File: src/pkg/xpcl_params.svh
/*
 * Constants for the crosspoint serial configuration loader: array size and
 * link timing. Assumes a 20 MHz core clock; included by both ends and the package.
 */
`ifndef XPCL_PARAMS_SVH
`define XPCL_PARAMS_SVH

`define XPCL_ROWS            16
`define XPCL_COLS            16
`define XPCL_BITS            256
`define XPCL_CORE_CLK_HZ     20000000
`define XPCL_SHIFT_MIN_HZ    20000
`define XPCL_LATCH_MAX_MS    5
`define XPCL_SCLK_HALF_NS    100
`define XPCL_STROBE_LOW_NS   65
`define XPCL_CORE_PERIOD_NS  50
// least times round up, longest round down
`define XPCL_SCLK_HALF_CYC   ((`XPCL_SCLK_HALF_NS + `XPCL_CORE_PERIOD_NS - 1) / `XPCL_CORE_PERIOD_NS)
`define XPCL_STROBE_LOW_CYC  ((`XPCL_STROBE_LOW_NS + `XPCL_CORE_PERIOD_NS - 1) / `XPCL_CORE_PERIOD_NS)
`define XPCL_SHIFT_MAX_CYC   (`XPCL_CORE_CLK_HZ / `XPCL_SHIFT_MIN_HZ)
`define XPCL_LATCH_MAX_CYC   ((`XPCL_CORE_CLK_HZ / 1000) * `XPCL_LATCH_MAX_MS)

`endif

File: src/pkg/xpcl_pkg.sv
/*
 * Types for the crosspoint loader. Assumes xpcl_params.svh on the include path.
 */
`include "xpcl_params.svh"

package xpcl_pkg;
	typedef logic [`XPCL_BITS-1:0] xpcl_matrix_t;

	typedef enum logic [3:0] {
		XPCL_IDLE   = 4'h1,
		XPCL_SHIFT  = 4'h2,
		XPCL_STROBE = 4'h4,
		XPCL_GAP    = 4'h8
	} xpcl_host_state_t;
endpackage

File: src/pkg/xpcl_link_if.sv
/*
 * Link between host controller and crosspoint device: serial clock, data in,
 * latch strobe, data out. Assumes both ends are plain logic, no tristate.
 */
`timescale 1ns/1ps
`default_nettype none

interface xpcl_link_if;
	logic shift_clock;
	logic serial_in;
	logic latch_strobe_n;
	logic serial_out;

	modport device
	(
		input  shift_clock,
		input  serial_in,
		input  latch_strobe_n,
		output serial_out
	);

	modport host
	(
		output shift_clock,
		output serial_in,
		output latch_strobe_n,
		input  serial_out
	);
endinterface

`default_nettype wire

File: src/logic/xpcl_host.sv
/*
 * Host end: on a load pulse shifts 256 bits out MSB (row 15 col 15) first
 * using a divided shift clock, then pulses the strobe low. Captures serial_out.
 * Assumes link pins come from another clock domain.
 */
`include "xpcl_params.svh"
`timescale 1ns/1ps
`default_nettype none

module xpcl_host
	import xpcl_pkg::*;
#(
	parameter int HALF_CYC   = `XPCL_SCLK_HALF_CYC,
	parameter int STROBE_CYC = `XPCL_STROBE_LOW_CYC
)
(
	input  wire logic    core_clk,
	input  wire logic    rstn,
	input  wire logic    load_start,
	input  wire xpcl_matrix_t load_data,
	output logic         busy,
	output logic         done,
	output xpcl_matrix_t readback,
	xpcl_link_if.host    link
);
	xpcl_host_state_t state_reg, state_next;
	xpcl_matrix_t data_reg, data_next, rb_reg, rb_next;
	logic [8:0] bit_reg, bit_next;
	logic [7:0] tick_reg, tick_next;
	logic sclk_reg, sclk_next, sin_reg, sin_next, strb_reg, strb_next;
	logic done_reg, done_next;
	logic [1:0] serial_out_sync_reg, serial_out_sync_next;
	// one stage per cycle of round trip: device sync 2, its register 1, our sync 2, plus one
	logic [5:0] cap_reg, cap_next;
	logic busy_reg, busy_next;

	always_comb
	begin
		state_next = state_reg;
		data_next  = data_reg;
		rb_next    = rb_reg;
		bit_next   = bit_reg;
		tick_next  = tick_reg;
		sclk_next  = sclk_reg;
		sin_next   = sin_reg;
		strb_next  = strb_reg;
		done_next  = 1'b0;
		serial_out_sync_next = {serial_out_sync_reg[0], link.serial_out};
		cap_next   = {cap_reg[4:0], 1'b0};
		case (state_reg)
			XPCL_IDLE:
				if (load_start)
				begin
					data_next  = load_data;
					sin_next   = load_data[`XPCL_BITS-1];
					bit_next   = 9'h000;
					tick_next  = 8'h00;
					state_next = XPCL_SHIFT;
				end
			XPCL_SHIFT:
				if (tick_reg == 8'(HALF_CYC - 1))
				begin
					tick_next = 8'h00;
					sclk_next = ~sclk_reg;
					if (sclk_reg)
					begin
						// falling edge: present next bit
						data_next = {data_reg[`XPCL_BITS-2:0], 1'b0};
						sin_next  = data_reg[`XPCL_BITS-2];
						if (bit_reg == 9'(`XPCL_BITS))
						begin
							state_next = XPCL_STROBE;
							strb_next  = 1'b0;
						end
					end
					else
					begin
						cap_next[0] = 1'b1;
						bit_next = bit_reg + 9'h001;
					end
				end
				else
					tick_next = tick_reg + 8'h01;
			XPCL_STROBE:
				// strobe follows loading at once, far inside 5 ms
				if (tick_reg == 8'(STROBE_CYC))
				begin
					strb_next  = 1'b1;
					tick_next  = 8'h00;
					state_next = XPCL_GAP;
				end
				else
					tick_next = tick_reg + 8'h01;
			XPCL_GAP:
			begin
				done_next  = 1'b1;
				state_next = XPCL_IDLE;
			end
			default:
				state_next = XPCL_IDLE;
		endcase
		// a rise's serial_out is back here six cycles later, too late for the next rise;
		// the last capture lands no later than done while HALF_CYC + STROBE_CYC >= 4
		if (cap_reg[5])
			rb_next = {rb_reg[`XPCL_BITS-2:0], serial_out_sync_reg[1]};
		busy_next = (state_next != XPCL_IDLE);
	end

	always_ff @(posedge core_clk or negedge rstn)
	begin
		if (!rstn)
		begin
			state_reg <= XPCL_IDLE;
			data_reg  <= '0;
			rb_reg    <= '0;
			bit_reg   <= 9'h000;
			tick_reg  <= 8'h00;
			sclk_reg  <= 1'b0;
			sin_reg   <= 1'b0;
			strb_reg  <= 1'b1;
			done_reg  <= 1'b0;
			serial_out_sync_reg <= 2'h0;
			cap_reg   <= 6'h00;
			busy_reg  <= 1'b0;
		end
		else
		begin
			state_reg <= state_next;
			data_reg  <= data_next;
			rb_reg    <= rb_next;
			bit_reg   <= bit_next;
			tick_reg  <= tick_next;
			sclk_reg  <= sclk_next;
			sin_reg   <= sin_next;
			strb_reg  <= strb_next;
			done_reg  <= done_next;
			serial_out_sync_reg <= serial_out_sync_next;
			cap_reg   <= cap_next;
			busy_reg  <= busy_next;
		end
	end

	assign busy     = busy_reg;
	assign done     = done_reg;
	assign readback = rb_reg;
	assign link.shift_clock    = sclk_reg;
	assign link.serial_in      = sin_reg;
	assign link.latch_strobe_n = strb_reg;
endmodule

`default_nettype wire

File: src/flat_wrapper.sv
// flat-port wrapper written by rule: the top's interface ports become plain ports
module xpcl_host_flat import xpcl_pkg::*;
#(
	parameter int HALF_CYC   = `XPCL_SCLK_HALF_CYC,
	parameter int STROBE_CYC = `XPCL_STROBE_LOW_CYC
)
  (core_clk, rstn, load_start, load_data, busy, done, readback, link_shift_clock, link_serial_in, link_latch_strobe_n, link_serial_out);
  xpcl_link_if link_i ();
  input  wire logic core_clk;
  input  wire logic rstn;
  input  wire logic load_start;
  input  wire xpcl_matrix_t load_data;
  output logic busy;
  output logic done;
  output xpcl_matrix_t readback;
  output wire logic [$bits(link_i.shift_clock)-1:0] link_shift_clock;
  output wire logic [$bits(link_i.serial_in)-1:0] link_serial_in;
  output wire logic [$bits(link_i.latch_strobe_n)-1:0] link_latch_strobe_n;
  input wire logic [$bits(link_i.serial_out)-1:0] link_serial_out;
  assign link_shift_clock = link_i.shift_clock;
  assign link_serial_in = link_i.serial_in;
  assign link_latch_strobe_n = link_i.latch_strobe_n;
  assign link_i.serial_out = link_serial_out;
  xpcl_host #(.HALF_CYC(HALF_CYC), .STROBE_CYC(STROBE_CYC)) u_core (.core_clk(core_clk), .rstn(rstn), .load_start(load_start), .load_data(load_data), .busy(busy), .done(done), .readback(readback), .link(link_i));
endmodule
File: config.mk
export PLATFORM = sky130hd
export DESIGN_NAME = xpcl_host_flat
export DESIGN_NICKNAME = d
export VERILOG_FILES = /design/src/pkg/xpcl_pkg.sv /design/src/pkg/xpcl_link_if.sv /design/src/logic/xpcl_host.sv /design/src/flat_wrapper.sv
export VERILOG_INCLUDE_DIRS = /design/src /design/src/pkg
export SDC_FILE = /design/constraint.sdc
export NUM_CORES = 1
export LEC_CHECK = 0
export ABC_CLOCK_PERIOD_IN_PS = 2900
export BUFFER_PORTS_ARGS = -buffer_cell sky130_fd_sc_hd__buf_2
export CELL_PAD_IN_SITES_DETAIL_PLACEMENT = 0
export CELL_PAD_IN_SITES_GLOBAL_PLACEMENT = 1
export CORE_MARGIN = 4
export CORE_UTILIZATION = 40
export CTS_CLUSTER_SIZE = 16
export DETAILED_ROUTE_END_ITERATION = 8
export HOLD_SLACK_MARGIN = 0.12
export PLACE_DENSITY_LB_ADDON = 0.1
export SLEW_MARGIN = 20
export SYNTH_ARGS = -nofsm -noshare
export SYNTH_HDL_FRONTEND = slang
export SYNTH_SLANG_ARGS = --single-unit
File: constraint.sdc
create_clock -name core_clk -period 2.9 [get_ports core_clk]
set_input_delay 0.29 -clock core_clk [delete_from_list [all_inputs] [get_ports core_clk]]
set_output_delay 0.29 -clock core_clk [all_outputs]
set_load 0.02 [all_outputs]
==> reports/metrics.cfg <==
[cells_and_area]
largest_register_ffs=256
final_cell_mix=nand2_1, dfrtp_1, buf_2
fillerInstances=5183
instances_no_fill=3634
nNetsFinal=3082
final_cell_area_um2=31700
final_util=0.547
drive_gt1_frac=0.327
layout_commonest_cell=nand2_1
syn2layout_area_growth_pct=35.0

[grt]
grt_max_degree=180
grt_pass1_vias=18500
grt_antenna_before_repair=5
track_usage=0.202
grt_overflow=0
grt_pass1_wl_um=103000

[critical_path]
r2r_slack_ps=170
worstSetupPathDepth=7
timing.critical_path.buf_inv=3
crit_required_ps=3370
reg2reg_depth=7
cpMostUsedCell=buf_4
start_kind=flop
r2r_end=u_core.data_reg[148]$_DFFE_PN0P_
path_delay_family=buffers and inverters
worst_ep_arrival_time_ps=3190
end_kind=flop
path_cells=inv_1 > ha_1 > nor3b_1 > buf_4 > a41oi_4 > buf_4 > mux2_1
worstSetupPathType=reg2reg
slowest_delay_ps=640
r2r_start=u_core.tick_reg[1]$_DFFE_PN0P_
cp_slowest_cell=buf_4
path_max_fanout=48

[pwr]
p_leak_uw=0.0167
combPwrFrac=0.236
seqPwrFrac=0.446
pwr-share-clk=0.318
irDropWorstVdd_v=0.000492
swShare=0.291
p_int_uw=16800
power_switching_uw=6880
powerDensity_nw_per_um2=747

[routing]
drt_iter0_markers=887
vias=17500
vias_per_cell=4.83
ant_nets=0
wirelength_um=64200
drt-wirelength-per-cell_um=17.7
drc_errors=0
drt_first_pass_iters=5

[clock_network]
cts_buffers=58
clk_pin_slew_ps=60
clock_sinks=545
tritoncts=yes
ctsLongestPathBuffers=3
cts_max_level=2
cts_root_buffer=clkbuf_16
clk_latency_ps=610

[synth]
synth.top_cell.area_share=0.579
yosys_warnings=0
syn_area_um2=23500
synth_largest_area_cell=dfrtp_1
syn_avg_cell_area_um2=11.4
synth_cell_types=46
netlist_instances=2053
synth_edf_count=0
synthArstFlopShare=1.00
ys_ff_latch=545
yosys-top-cells-area=dfrtp_1, mux2_2, nand2_1
ys_seq_area_frac=0.582
synth_fp_nets=2318
ys.flop_type=dfrtp_1

[run]
drv_cap=0

[floorplanning]
io_pins=521
rows=88
core_um2=57900
die_area_um2=62600
start_util=0.405
die_h_um=250
die_width_um=250

[timing]
worstMarginPinSlew_ps=833
rsz0062_at_grt=true
maxSlewHeadroom=0.445
fmax_ghz=0.367
setup_viol=0
final_max_slew_viol_count=0
skew_ps=18.3
fin_crit_sh=0.940
fin_crit_ps=2730
hold_violations=0

[min_path]
min_path_type=in2reg
min_delay_path_depth=4
min_to=u_core.data_reg[73]$_DFFE_PN0P_
worstHoldStart=load_data[73]

[status]
outcome=complete, no violations

[placement]
dp.cells=3264
io_buffers=520
globalplace.congestion=0.777
placed_area_um2=27100
hpwl_um=44400

-- how the worst max path moves through the flow --
stage | from | to
floorplan | u_core.state_reg[0]$_DFF_PN1_ | u_core.data_reg[153]$_DFFE_PN0P_
global placement | u_core.tick_reg[1]$_DFFE_PN0P_ | u_core.data_reg[201]$_DFFE_PN0P_
detailed placement | u_core.tick_reg[1]$_DFFE_PN0P_ | u_core.data_reg[194]$_DFFE_PN0P_
CTS | u_core.tick_reg[1]$_DFFE_PN0P_ | u_core.data_reg[201]$_DFFE_PN0P_
global route | u_core.state_reg[2]$_DFF_PN0_ | u_core.data_reg[252]$_DFFE_PN0P_
finish | u_core.tick_reg[1]$_DFFE_PN0P_ | u_core.data_reg[148]$_DFFE_PN0P_
-- power by group through the flow --
stage | clock (uW) | sequential [uW] | combinational (uW)
floorplan | 0 | 10400 | 4060
global placement | 0 | 10600 | 5260
detailed placement | 0 | 10700 | 5440
CTS | 7750 | 10500 | 5730
global route | 8070 | 10800 | 6310
finish | 7520 | 10500 | 5580
-- timing repair --
action	CTS	global route
endpoints found under the hold margin	450	0
buffers inserted	0	0
setup endpoints to repair	0	83
resized for setup	0	1
hold buffers	258	0
-- Yosys cell counts, types with 2 or more instances --
master and instances:
a21oi_1 7, and2_1 2, buf_2 28, clkbuf_1 86
dfrtp_1 543, dfstp_2 2, ha_1 5, inv_1 8
mux2_1 239, mux2_2 272, nand2_1 787, nand3_1 7
nand4_1 3, nand4b_1 2, nor2_1 7, nor2b_1 4
nor3b_1 2, nor4_1 3, o211ai_1 2, o21ai_0 10
o22ai_1 3, o31ai_1 4, or3_1 2, or4_1 3
-- worst register-to-register path, stage by stage, from the launching register on --
cell and delay, ps:
dfrtp_1 390, inv_1 80, ha_1 170, nor3b_1 130
buf_4 160, a41oi_4 610, buf_4 640, mux2_1 420
-- area by class of cell --
type / count / area, um^2 / share of cell area
Multi-Input combinational cell: 1385 / 9350 / 0.295
Antenna cell: 4 / 10.0 / 0.000316
Tap cell: 765 / 957 / 0.0302
Inverter: 8 / 30.0 / 0.000949
Clock buffer: 87 / 1730 / 0.0547
Clock inverter: 21 / 234 / 0.00739
Sequential cell: 545 / 13600 / 0.431
Timing Repair Buffer: 819 / 5700 / 0.180
-- kinds of logic after synthesis --
logic type               count (synthesis)  share of synthesized area
XOR/XNOR                                 1                   0.000373
AO/OA/AOI/OAI                           37                     0.0102
flip-flops                             545                      0.582
buffers and inverters                  123                     0.0212
adder cells (fa/ha/maj)                  5                    0.00267
multiplexers                           512                      0.246
AND/OR/NAND/NOR                        830                      0.138
-- metrics by stage --
| step | power (uW) | setup WS [ps] | hold WS (ps) | setup TNS [ps] |
|---|---|---|---|---|
| 5_1_grt | 25200 | -0.964 | 157 | -0.964 |
| 4_1_cts | 24000 | 150 | 129 | 0 |
| 3_5_place_dp | 16100 | 154 | 290 | 0 |
| 2_1_floorplan | 14500 | 775 | -5.59 | 0 |
| 6_report | 23600 | 174 | 160 | 0 |
| 3_3_place_gp | 15800 | 157 | 286 | 0 |
-- metal layers --
metal | part of all wire | track usage
met5 | 0.00036 | 0
met4 | 0.037 | 0.0743
met3 | 0.047 | 0.0394
met2 | 0.49 | 0.347
met1 | 0.42 | 0.254
No activity file was read; power rests on OpenSTA's default activity.
